--- src/design/wsm_pkg.sv ---
package wsm_pkg;

  localparam int WSM_SRC_COUNT = 5;
  localparam int WSM_BYTE_W = 8;

  localparam int WSM_IDX_FOUR = 0;
  localparam int WSM_IDX_FIVE = 1;
  localparam int WSM_IDX_SIX = 2;
  localparam int WSM_IDX_SEVEN = 3;
  localparam int WSM_IDX_EIGHT = 4;

  localparam logic [15:0] WAKE_SOURCE_FOUR_ADDR = 16'h7f59;
  localparam logic [15:0] WAKE_SOURCE_FIVE_ADDR = 16'h7f5e;
  localparam logic [15:0] WAKE_SOURCE_SIX_ADDR = 16'h7f63;
  localparam logic [15:0] WAKE_SOURCE_SEVEN_ADDR = 16'h7f64;
  localparam logic [15:0] WAKE_SOURCE_EIGHT_ADDR = 16'h7f55;
  localparam logic [15:0] WAKE_MASK_ONE_ADDR = 16'h7f2c;
  localparam logic [15:0] WAKE_MASK_TWO_ADDR = 16'h7f2d;
  localparam logic [15:0] WAKE_MASK_FOUR_ADDR = 16'h7f5a;
  localparam logic [15:0] WAKE_MASK_FIVE_ADDR = 16'h7f5f;

  localparam logic [7:0] WSM_BYTE_ZERO = 8'h00;
  localparam logic [7:0] WSM_FULL_VALID = 8'hff;
  localparam logic [7:0] WSM_SEVEN_VALID = 8'h07;
  localparam logic [7:0] WSM_MASK_TWO_VALID = 8'h7f;
  localparam logic WSM_IRQ_LOW_IDLE = 1'b1;

  // Bit positions of source register seven.
  localparam int WSM_SEVEN_FAN_ONE_BIT = 0;
  localparam int WSM_SEVEN_FAN_TWO_BIT = 1;
  localparam int WSM_SEVEN_EITHER_EDGE_BIT = 2;

  localparam logic [WSM_SRC_COUNT-1:0][15:0] WSM_SRC_ADDR = {
    WAKE_SOURCE_EIGHT_ADDR, WAKE_SOURCE_SEVEN_ADDR, WAKE_SOURCE_SIX_ADDR,
    WAKE_SOURCE_FIVE_ADDR, WAKE_SOURCE_FOUR_ADDR};
  localparam logic [WSM_SRC_COUNT-1:0][7:0] WSM_SRC_VALID = {
    WSM_FULL_VALID, WSM_SEVEN_VALID, WSM_FULL_VALID, WSM_FULL_VALID, WSM_FULL_VALID};

endpackage

--- src/design/wsm_sticky_bank.sv ---
`timescale 1ns/1ps
module wsm_sticky_bank
  import wsm_pkg::*;
#(
  parameter logic [7:0] VALID_MASK = WSM_FULL_VALID
) (
  input wire logic sys_clk_in,
  input wire logic srst_in,
  input wire logic [7:0] event_in,
  input wire logic clear_in,
  input wire logic [7:0] wdata_in,
  output logic [7:0] status_out
);

  typedef struct packed {
    logic [7:0] status;
  } wsm_bank_state_type;

  wsm_bank_state_type state_q;
  wsm_bank_state_type state_d;
  logic [7:0] clear_bits;

  always_comb begin
    clear_bits = clear_in ? wdata_in : WSM_BYTE_ZERO;
    state_d = state_q;
    // An event in the clearing cycle survives because it is ORed in after the clear.
    state_d.status = ((state_q.status & ~clear_bits) | event_in) & VALID_MASK;
    if (srst_in) begin
      state_d.status = WSM_BYTE_ZERO;
    end
  end

  always_ff @(posedge sys_clk_in) begin
    state_q <= state_d;
  end

  assign status_out = state_q.status;

endmodule

--- src/design/wsm_wakeup_source_mask_bank.sv ---
`timescale 1ns/1ps
module wsm_wakeup_source_mask_bank
  import wsm_pkg::*;
(
  input wire logic sys_clk_in,
  input wire logic srst_in,
  input wire logic [15:0] core_addr_in,
  input wire logic core_wr_in,
  input wire logic core_rd_in,
  input wire logic [7:0] core_wdata_in,
  input wire logic [7:0] selectable_edge_event_0x_in,
  input wire logic [7:0] selectable_edge_event_1x_in,
  input wire logic [7:0] selectable_edge_event_six_in,
  input wire logic [2:0] source_seven_event_in,
  input wire logic [7:0] pin_wake_in,
  input wire logic [7:0] source_one_pending_in,
  input wire logic [7:0] source_two_pending_in,
  output logic [7:0] core_rdata_out,
  output logic core_ext_irq_one_low_out,
  output logic core_wake_irq_low_out,
  output logic core_ext_irq_two_out,
  output logic core_ext_irq_three_out
);

  typedef struct packed {
    logic [7:0] mask_one;
    logic [7:0] mask_two;
    logic [7:0] mask_four;
    logic [7:0] mask_five;
    logic [7:0] read_data;
    logic irq_one_low;
    logic wake_low;
    logic irq_two;
    logic irq_three;
  } wsm_top_state_type;

  localparam wsm_top_state_type WSM_TOP_RESET = '{
    mask_one: WSM_BYTE_ZERO,
    mask_two: WSM_BYTE_ZERO,
    mask_four: WSM_BYTE_ZERO,
    mask_five: WSM_BYTE_ZERO,
    read_data: WSM_BYTE_ZERO,
    irq_one_low: WSM_IRQ_LOW_IDLE,
    wake_low: WSM_IRQ_LOW_IDLE,
    irq_two: 1'b0,
    irq_three: 1'b0
  };

  wsm_top_state_type state_q;
  wsm_top_state_type state_d;

  logic [WSM_SRC_COUNT-1:0][7:0] src_event;
  logic [WSM_SRC_COUNT-1:0][7:0] src_stat;
  logic [7:0] live_one;
  logic [7:0] live_two;
  logic [7:0] live_four;
  logic [7:0] live_five;
  logic any_live;

  function automatic logic [7:0] unmasked(input logic [7:0] stat, input logic [7:0] mask);
    unmasked = stat & ~mask;
  endfunction

  function automatic logic hit(input logic strobe, input logic [15:0] addr, input logic [15:0] target);
    hit = strobe && (addr == target);
  endfunction

  assign src_event[WSM_IDX_FOUR] = selectable_edge_event_0x_in;
  assign src_event[WSM_IDX_FIVE] = selectable_edge_event_1x_in;
  assign src_event[WSM_IDX_SIX] = selectable_edge_event_six_in;
  assign src_event[WSM_IDX_SEVEN] = {5'h00, source_seven_event_in};
  assign src_event[WSM_IDX_EIGHT] = pin_wake_in;

  for (genvar i = 0; i < WSM_SRC_COUNT; i++) begin : g_src
    wsm_sticky_bank #(
      .VALID_MASK(WSM_SRC_VALID[i])
    ) u_bank (
      .sys_clk_in(sys_clk_in),
      .srst_in(srst_in),
      .event_in(src_event[i]),
      .clear_in(hit(core_wr_in, core_addr_in, WSM_SRC_ADDR[i])),
      .wdata_in(core_wdata_in),
      .status_out(src_stat[i])
    );
  end

  always_comb begin
    live_one = unmasked(source_one_pending_in, state_q.mask_one);
    live_two = unmasked(source_two_pending_in, state_q.mask_two);
    live_four = unmasked(src_stat[WSM_IDX_FOUR], state_q.mask_four);
    live_five = unmasked(src_stat[WSM_IDX_FIVE], state_q.mask_five);
    // Sources six to eight have no mask register here and always contribute.
    any_live = (|live_one) | (|live_two) | (|live_four) | (|live_five)
      | (|src_stat[WSM_IDX_SIX]) | (|src_stat[WSM_IDX_SEVEN]) | (|src_stat[WSM_IDX_EIGHT]);

    state_d = state_q;
    state_d.irq_one_low = ~any_live;
    state_d.wake_low = ~any_live;
    state_d.irq_two = |live_four;
    state_d.irq_three = |live_five;

    if (hit(core_wr_in, core_addr_in, WAKE_MASK_ONE_ADDR)) begin
      state_d.mask_one = core_wdata_in;
    end
    if (hit(core_wr_in, core_addr_in, WAKE_MASK_TWO_ADDR)) begin
      state_d.mask_two = core_wdata_in & WSM_MASK_TWO_VALID;
    end
    if (hit(core_wr_in, core_addr_in, WAKE_MASK_FOUR_ADDR)) begin
      state_d.mask_four = core_wdata_in;
    end
    if (hit(core_wr_in, core_addr_in, WAKE_MASK_FIVE_ADDR)) begin
      state_d.mask_five = core_wdata_in;
    end

    if (core_rd_in) begin
      case (core_addr_in)
        WAKE_SOURCE_FOUR_ADDR: begin
          state_d.read_data = src_stat[WSM_IDX_FOUR];
        end
        WAKE_SOURCE_FIVE_ADDR: begin
          state_d.read_data = src_stat[WSM_IDX_FIVE];
        end
        WAKE_SOURCE_SIX_ADDR: begin
          state_d.read_data = src_stat[WSM_IDX_SIX];
        end
        WAKE_SOURCE_SEVEN_ADDR: begin
          state_d.read_data = src_stat[WSM_IDX_SEVEN];
        end
        WAKE_SOURCE_EIGHT_ADDR: begin
          state_d.read_data = src_stat[WSM_IDX_EIGHT];
        end
        WAKE_MASK_ONE_ADDR: begin
          state_d.read_data = state_q.mask_one;
        end
        WAKE_MASK_TWO_ADDR: begin
          state_d.read_data = state_q.mask_two;
        end
        WAKE_MASK_FOUR_ADDR: begin
          state_d.read_data = state_q.mask_four;
        end
        WAKE_MASK_FIVE_ADDR: begin
          state_d.read_data = state_q.mask_five;
        end
        default: begin
          state_d.read_data = WSM_BYTE_ZERO;
        end
      endcase
    end

    if (srst_in) begin
      state_d = WSM_TOP_RESET;
    end
  end

  always_ff @(posedge sys_clk_in) begin
    state_q <= state_d;
  end

  assign core_rdata_out = state_q.read_data;
  assign core_ext_irq_one_low_out = state_q.irq_one_low;
  assign core_wake_irq_low_out = state_q.wake_low;
  assign core_ext_irq_two_out = state_q.irq_two;
  assign core_ext_irq_three_out = state_q.irq_three;

  // Events of source five that arrive while their mask bit is set.
  logic [7:0] masked_five_ev;
  assign masked_five_ev = selectable_edge_event_1x_in & state_q.mask_five;
endmodule

--- config.mk ---
export PLATFORM = sky130hd
export DESIGN_NAME = wsm_wakeup_source_mask_bank
export DESIGN_NICKNAME = d
export VERILOG_FILES = /design/src/design/wsm_pkg.sv /design/src/design/wsm_sticky_bank.sv /design/src/design/wsm_wakeup_source_mask_bank.sv
export SDC_FILE = /design/constraint.sdc
export NUM_CORES = 1
export LEC_CHECK = 0
export BUFFER_PORTS_ARGS = -buffer_cell sky130_fd_sc_hd__buf_2
export CAP_MARGIN = 10
export CELL_PAD_IN_SITES_DETAIL_PLACEMENT = 2
export CELL_PAD_IN_SITES_GLOBAL_PLACEMENT = 2
export CORE_UTILIZATION = 35
export DETAILED_ROUTE_END_ITERATION = 10
export PLACE_DENSITY_LB_ADDON = 0.1
export SLEW_MARGIN = 10
export SYNTH_ARGS = -nofsm -noshare
export SYNTH_HDL_FRONTEND = slang
export SYNTH_HIERARCHICAL = 1
export SYNTH_SLANG_ARGS = --single-unit
--- constraint.sdc ---
create_clock -name sys_clk_in -period 5.6 [get_ports sys_clk_in]
set_input_delay 1.12 -clock sys_clk_in [delete_from_list [all_inputs] [get_ports sys_clk_in]]
set_output_delay 1.12 -clock sys_clk_in [all_outputs]
set_load 0.01 [all_outputs]
==> results of run 1 <==
## sequential cells by signal, indices dropped and copies added, names as in the netlist
register / count
state_q: 31
core_ext_irq_one_low_out: 1
core_rdata_out: 8
g_src.u_bank/status_out: 35
core_ext_irq_two_out: 1
core_ext_irq_three_out: 1
## worst paths after layout
kind	slack (ps)	endpoint	start
setup reg to reg	3680	core_ext_irq_one_low_out$_SDFF_PP1_	g_src[1].u_bank/status_out[5]$_SDFF_PP0_
hold reg to reg	480	state_q[14]$_SDFFE_PP0P_	state_q[14]$_SDFFE_PP0P_
setup / recovery	2590	state_q[20]$_SDFFE_PP0P_	core_addr_in[0]
hold / removal	480	state_q[14]$_SDFFE_PP0P_	state_q[14]$_SDFFE_PP0P_
## metrics by stage
stage	utilization, %	setup slack, ps	cells	total power, uW
final	42.14	2592	736	1324
after detailed placement	39.70	2211	720	744.4
after global placement	39.70	2317	720	736.5
after global routing	42.14	2454	736	1373
after floorplan	-	2912	494	668.3
after CTS	42.14	2614	736	1338
## area by class of cell
class | instances | share of cell area, %
tap | 168 | 4.136
clock buffer | 12 | 4.850
timing repair buffer | 95 | 9.601
clock inverter | 4 | 0.9355
sequential | 77 | 30.33
inverter | 70 | 5.170
multi-input combinational | 310 | 44.98
## where the power goes
| part | switching [uW] | internal, uW |
|---|---|---|
| registers | 20.7 | 567 |
| logic | 89.9 | 55.4 |
| clock network | 234 | 356 |
## worst max-delay path: stages
cell     delay (ps)
buf_2           260
or4b_4          610
nor4_4          360
and2_1          510
mux2i_1         260
nor2_1           60
## metal layers
metal  vias to the layer above  part of all wire (%)  track usage, %
met1                      2065                    44           32.64
met2                        94                    49           46.79
met5                         -                     0               0
met3                        29                   3.5           5.517
met4                         0                   3.5           11.49
li1                       1900                     -               -
==> run metrics, run 1 <==
Post-Synthesis Cells=490; Avg WL per Cell=22.30 um; most common cell after layout, fill and taps aside=buf_2; Syn Std Cell Area=4332 um2; required time of the critical path=5790 ps; IO Pins=91; Fin Hold WS=481.9 ps; share of post-route cells with drive strength above 1=26.76%; die area=12830 um2; period utilization=53.72%; # rows=40; clock buffer depth=2; Via density=5.554; chip height=113.3 um; Skew-Pair Late Insertion Delay=340 ps; post-placement cell area=4788 um2; clk sinks=77; CTS Buf Count=9; routability cong.=0.8497; Tmin final=3008 ps; final-stage net count=642; global-route wire length before repair=25560 um; GR Overflow Total=0; Initial Util=35.91%; yosys warns=6; worst-case reg-to-reg path depth=5; via total after detailed routing=4088; peak supply drop=192.2 uV; Data arrival, critical path=3200 ps; clk root buf=clkbuf_16; Critical Path Start Type=input pin; post-CTS sizing=0; normalized max-slew margin=35.36%; mean post-synth cell area=8.840 um2; most frequent cells in the layout=buf_2 (90), dfxtp_1 (77), inv_1 (70); Multi-input gate area=2286 um2; total core area=12060 um2; Reg clk slew, reported paths=60 ps; die width=113.3 um; RSZ-0062 raised after global routing=no; setup_tns=0 ps; Leak=0.002161 uW; vias in the first global route=4487; remaining antenna violation count=0; Finished Cell Area=5082 um2; area delta synth->final=17.33%; WHS Path Cells=2; Max Transition Viols Final=0; post-DP HPWL=12320 um; TritonRoute pass-1 iters=5; H-tree depth=3; total of max-cap violations=0; register area=1541 um2; Iter 0 DRT Violations=214; largest net degree at the start of global routing=71; Residual DRC=0; Max Clk Rate=0.3324 GHz; CP endpoint kind=flop; Final Skew=4.152 ps; GRT Total Usage=27.09%; initial antenna violation count=0; antenna fix cells=0; final hold vios=0; Power Density=260.5 nW/um2; HP Class=reg -> reg; Filler Cell Count=1395; CP max FO=31; Final setup viols=0; crit path kind=in -> reg; run status=completed; setup bufs post-CTS=0; WL final=16410 um; Hold Buf Count CTS=0; IO Port Bufs=90; actual slew at the worst max-slew pin=969.7 ps; TritonCTS clock tree=yes
Power figures use the tool's default switching activity.
==> run 2: changes to the inputs <==
--- a/config.mk
+++ b/config.mk
@@ -5,11 +5,12 @@
 export SDC_FILE = /design/constraint.sdc
 export NUM_CORES = 1
 export LEC_CHECK = 0
+export ABC_AREA = 1
 export BUFFER_PORTS_ARGS = -buffer_cell sky130_fd_sc_hd__buf_2
 export CAP_MARGIN = 10
 export CELL_PAD_IN_SITES_DETAIL_PLACEMENT = 2
 export CELL_PAD_IN_SITES_GLOBAL_PLACEMENT = 2
-export CORE_UTILIZATION = 35
+export CORE_UTILIZATION = 29
 export DETAILED_ROUTE_END_ITERATION = 10
 export PLACE_DENSITY_LB_ADDON = 0.1
 export SLEW_MARGIN = 10
==> constraint.sdc (replaced) <==
create_clock -name sys_clk_in -period 2.94 [get_ports sys_clk_in]
set_input_delay 0.588 -clock sys_clk_in [delete_from_list [all_inputs] [get_ports sys_clk_in]]
set_output_delay 0.588 -clock sys_clk_in [all_outputs]
set_load 0.01 [all_outputs]
==> run 2 against run 1 <==
Net effect:
- synthesized area decreased by 3.8%
- first-iteration DRC count is 45% lower
- clock power rose by 73%
- wire length is 3.6% lower
- critical path depth increased by 4
- die area up 16%
- global-route usage decreased by 4.5 points
- synthesized cell count up 29%
- worst setup slack worse by 1600 ps
- highest routed layer unchanged
- clock skew about the same
==> run metrics, run 2 <==
Residual DRC=0; HP Class=reg -> reg; Non-Filler Instances=890; Via density=4.833; GRT Total Usage=22.61%; setup_tns=0 ps; Comb power frac=9.2%; post-CTS sizing=0; Psw=607.4 uW; vias in the first global route=4606; normalized max-slew margin=34.05%; # rows=43; Initial Util=29.91%; period utilization=66.01%; total of max-cap violations=0; Seq pwr share=47.3%; Reg clk slew, reported paths=60 ps; mean post-synth cell area=6.584 um2; peak supply drop=220.0 uV; total core area=13930 um2; via total after detailed routing=4301; Power Density=480.8 nW/um2; actual slew at the worst max-slew pin=988.2 ps; yosys warns=6; setup bufs post-CTS=0; crit path kind=in -> reg; Syn Std Cell Area=4168 um2; die width=121.9 um; IO Pins=91; Skew-Pair Late Insertion Delay=340 ps; CP max FO=9; TritonRoute pass-1 iters=4; clock buffer depth=2; chip height=121.9 um; Int Power=1748 uW; WHS Path Cells=2; WL final=15830 um; run status=completed; most common cell after layout, fill and taps aside=nand2_1; CP endpoint kind=flop; RSZ-0062 raised after global routing=no; worst-case reg-to-reg path depth=6; Switching Share=25.79%; die area=14850 um2; Max Clk Rate=0.5153 GHz; initial antenna violation count=0; Data arrival, critical path=2140 ps; Filler Cell Count=1754; clk sinks=77; Leak=0.002250 uW; final hold vios=0; area delta synth->final=17.53%; max reg flops=35; antenna fix cells=0; flop2flop setup slack=1540 ps; H-tree depth=3; placed cell count=875; clk root buf=clkbuf_16; Hold Buf Count CTS=0; post-DP HPWL=12200 um; global-route wire length before repair=24730 um; share of post-route cells with drive strength above 1=19.58%; Max Transition Viols Final=0; routability cong.=0.8146; Post-Synthesis Cells=633; clock network fraction of total power=43.4%; Iter 0 DRT Violations=117; Fin Hold WS=462.0 ps; IO Port Bufs=90; Avg WL per Cell=17.79 um; Final Skew=3.986 ps; CTS Buf Count=9; Critical Path Start Type=input pin; Final setup viols=0; final-stage net count=785; most frequent cells in the layout=nand2_1 (149), inv_1 (92), buf_2 (90); remaining antenna violation count=0; required time of the critical path=3140 ps; GR Overflow Total=0; Tmin final=1941 ps; largest net degree at the start of global routing=46; TritonCTS clock tree=yes
[run 2: through the flow]
| step | area, um2 | utilization [%] | power (uW) | setup slack [ps] |
|---|---|---|---|---|
| after floorplan | 4183 | - | 1235 | 1238 |
| after CTS | 4898 | 35.15 | 2389 | 966.5 |
| final | 4898 | 35.15 | 2355 | 999.3 |
| after global routing | 4898 | 35.15 | 2458 | 755.4 |
| after detailed placement | 4632 | 33.24 | 1359 | 615.2 |
| after global placement | 4632 | 33.24 | 1348 | 683.2 |
[run 2: path summary, 6_finish.rpt]
kind,from,end
worst min-delay path,g_src[1].u_bank/status_out[0]$_SDFF_PP0_,g_src[1].u_bank/status_out[0]$_SDFF_PP0_
worst min register to register,g_src[1].u_bank/status_out[0]$_SDFF_PP0_,g_src[1].u_bank/status_out[0]$_SDFF_PP0_
worst max-delay path,core_addr_in[5],g_src[2].u_bank/status_out[0]$_SDFF_PP0_
worst max register to register,state_q[17]$_SDFFE_PP0P_,core_ext_irq_one_low_out$_SDFF_PP1_
[run 2: worst max-delay path: stages]
cell	delay, ps
buf_2	90
inv_1	50
nor2_2	130
nand2_2	110
nor2_2	320
nand2_1	100
nor2_1	490
nand2_1	120
nand2_1	90
a21oi_1	50
[run 2: layout make-up]
| type | instances | area (um2) | share of cell area [%] |
|---|---|---|---|
| Clock inverter | 5 | 27.53 | 0.5619 |
| Sequential cell | 77 | 1541 | 31.47 |
| Timing Repair Buffer | 95 | 488.0 | 9.962 |
| Clock buffer | 10 | 239.0 | 4.879 |
| Multi-Input combinational cell | 429 | 2024 | 41.33 |
| Inverter | 94 | 352.8 | 7.203 |
| Tap cell | 180 | 225.2 | 4.598 |
[run 2: power groups by stage]
stage | clock (uW) | sequential [uW] | combinational, uW
after floorplan | 0 | 1120 | 111
after global routing | 1090 | 1120 | 248
after global placement | 0 | 1140 | 211
final | 1020 | 1110 | 218
after detailed placement | 0 | 1140 | 221
after CTS | 1050 | 1120 | 223
[run 2: metal layers]
layer / vias to the layer above / global-route usage [%] / routed length, um
li1: 2138 / - / -
met5: - / 0 / 0
met4: 0 / 8.719 / 352
met2: 95 / 37.96 / 7445
met1: 2046 / 29.01 / 7345
met3: 22 / 3.277 / 686
==> run 3: changes to the inputs <==
--- a/config.mk
+++ b/config.mk
@@ -10,7 +10,7 @@
 export CAP_MARGIN = 10
 export CELL_PAD_IN_SITES_DETAIL_PLACEMENT = 2
 export CELL_PAD_IN_SITES_GLOBAL_PLACEMENT = 2
-export CORE_UTILIZATION = 29
+export CORE_UTILIZATION = 26
 export DETAILED_ROUTE_END_ITERATION = 10
 export PLACE_DENSITY_LB_ADDON = 0.1
 export SLEW_MARGIN = 10
==> constraint.sdc (replaced) <==
create_clock -name sys_clk_in -period 1.7 [get_ports sys_clk_in]
set_input_delay 0.34 -clock sys_clk_in [delete_from_list [all_inputs] [get_ports sys_clk_in]]
set_output_delay 0.34 -clock sys_clk_in [all_outputs]
set_load 0.01 [all_outputs]
==> run 3 against run 2 <==
Net effect:
- sequential share of layout area fell by 1.1 points
- clock power rose by 79%
- die area up 11%
- worst setup slack got worse by 790 ps
- sequential power rose by 74%
- global-route usage down 1.3 points
- count of clock-buffer cells in the layout increased by 5
- hold slack worse by 240 ps
- power grew 76%
- flip-flop and latch count did not move
- critical path depth decreased by 2
==> run metrics, run 3 (synthesis results as in run 2) <==
run status=completed; RSZ-0062 raised after global routing=no; Critical Path Start Type=flop; CP top delay family=simple AND/OR/NAND/NOR gates; most common cell after layout, fill and taps aside=nand2_1; Power Density=818.0 nW/um2; required time of the critical path=1990 ps; share of post-route cells with drive strength above 1=20.47%; Reg clk slew, reported paths=60 ps; final-stage net count=797; max reg flops=35; Max Clk Rate=0.6722 GHz; Residual DRC=0; GR Overflow Total=0; crit-path most repeated cell=nand2_1; CP max-delay cell=a221oi_1; Leak=0.002319 uW; WL final=16680 um; slowest stage delay, CP=370 ps; placed cell count=918; period utilization=87.51%; post-DP HPWL=13090 um; Avg WL per Cell=17.86 um; peak supply drop=474.8 uV; final hold vios=0; Psw=1062 uW; Switching Share=25.59%; GRT Total Usage=21.35%; Iter 0 DRT Violations=209; clock network fraction of total power=44.1%; final core occ=32.87%; chip height=128.6 um; Comb power frac=9.4%; Skew-Pair Late Insertion Delay=350 ps; Int Power=3087 uW; Data arrival, critical path=1780 ps; Non-Filler Instances=934; routability cong.=0.8177; vias in the first global route=4641; Tot Pwr=4148 uW; Seq pwr share=46.5%; initial antenna violation count=0; post-placement cell area=4798 um2; HP Class=in -> reg; antenna fix cells=0; TritonCTS clock tree=yes; CP endpoint kind=flop; largest net degree at the start of global routing=33; clk root buf=clkbuf_16; area delta synth->final=21.68%; Tmin final=1488 ps; Initial Util=27.02%; Max Transition Viols Final=0; # rows=45; clk sinks=77; most frequent cells in the layout=nand2_1 (149), inv_1 (92), buf_2 (90); Via density=4.665; Finished Cell Area=5071 um2; via total after detailed routing=4357; total core area=15430 um2; TritonRoute pass-1 iters=5; die area=16540 um2; clock buffer depth=2; setup_tns=0 ps; Final Skew=7.538 ps; Hold Buf Count CTS=0; total of max-cap violations=0; setup bufs post-CTS=0; Final setup viols=0; CP max FO=2; H-tree depth=3; IO Port Bufs=90; IO Pins=91; die width=128.6 um; post-CTS sizing=0; remaining antenna violation count=0; CTS Buf Count=9; CP bufs+invs=1; global-route wire length before repair=25900 um; crit path kind=reg -> reg; CP cell instances=inv_1 -> nand2_1 -> o21ai_0 -> a221oi_1 -> nand2_1 -> nor2_1 -> nand3_1 -> nand2_1
run 3: changes by cell type in the layout (fill, tap and decap cells not counted):
cell,delta
buf_4,+9
clkbuf_1,+4
buf_12,+3
clkinv_2,-3
clkbuf_8,+1
clkinvlp_4,-1
run 3: worst min-delay path, cell delays in order:
cell     delay (ps)
buf_2           100
inv_1            40
a21oi_1          50
run 3: final timing paths:
kind                                  startpoint                                       end  slack [ps]  depth (start not counted)
setup / recovery        state_q[23]$_SDFFE_PP0P_       core_ext_irq_one_low_out$_SDFF_PP1_         210                          8
hold / removal    selectable_edge_event_0x_in[5]  g_src[0].u_bank/status_out[5]$_SDFF_PP0_         220                          3
setup reg to reg        state_q[23]$_SDFFE_PP0P_       core_ext_irq_one_low_out$_SDFF_PP1_         210                          8
hold reg to reg   core_rdata_out[4]$_SDFFE_PP0P_            core_rdata_out[4]$_SDFFE_PP0P_         460                          2
run 3: power groups by stage:
stage | combinational (uW) | clock (uW) | sequential (uW)
finish | 390 | 1830 | 1930
global route | 439 | 1950 | 1940
CTS | 398 | 1880 | 1930
detailed placement | 396 | 0 | 1970
global placement | 382 | 0 | 1970
floorplan | 192 | 0 | 1940
run 3: through the flow:
stage	hold WS, ps	setup slack [ps]
after floorplan	409.1	246.2
after detailed placement	455.0	-127.8
after global routing	230.6	77.69
after CTS	218.5	228.7
after global placement	452.9	-56.02
final	223.6	212.2
run 3: metal layers:
metal,wire [um],track usage (%),share of wire [%],vias up
li1,-,-,-,2160
met1,7829,26.73,47,2100
met2,8062,37.55,48,80
met3,549,3.617,3.3,17
met4,236,6.021,1.4,0
met5,0,0,0,-
run 3: layout make-up:
class,count,area [um2]
clock buffer,15,267.8
clock inverter,1,5.005
fill,1962,10360
inverter,94,352.8
multi-input combinational,429,2024
sequential,77,1541
tap,211,264.0
timing repair buffer,107,615.6
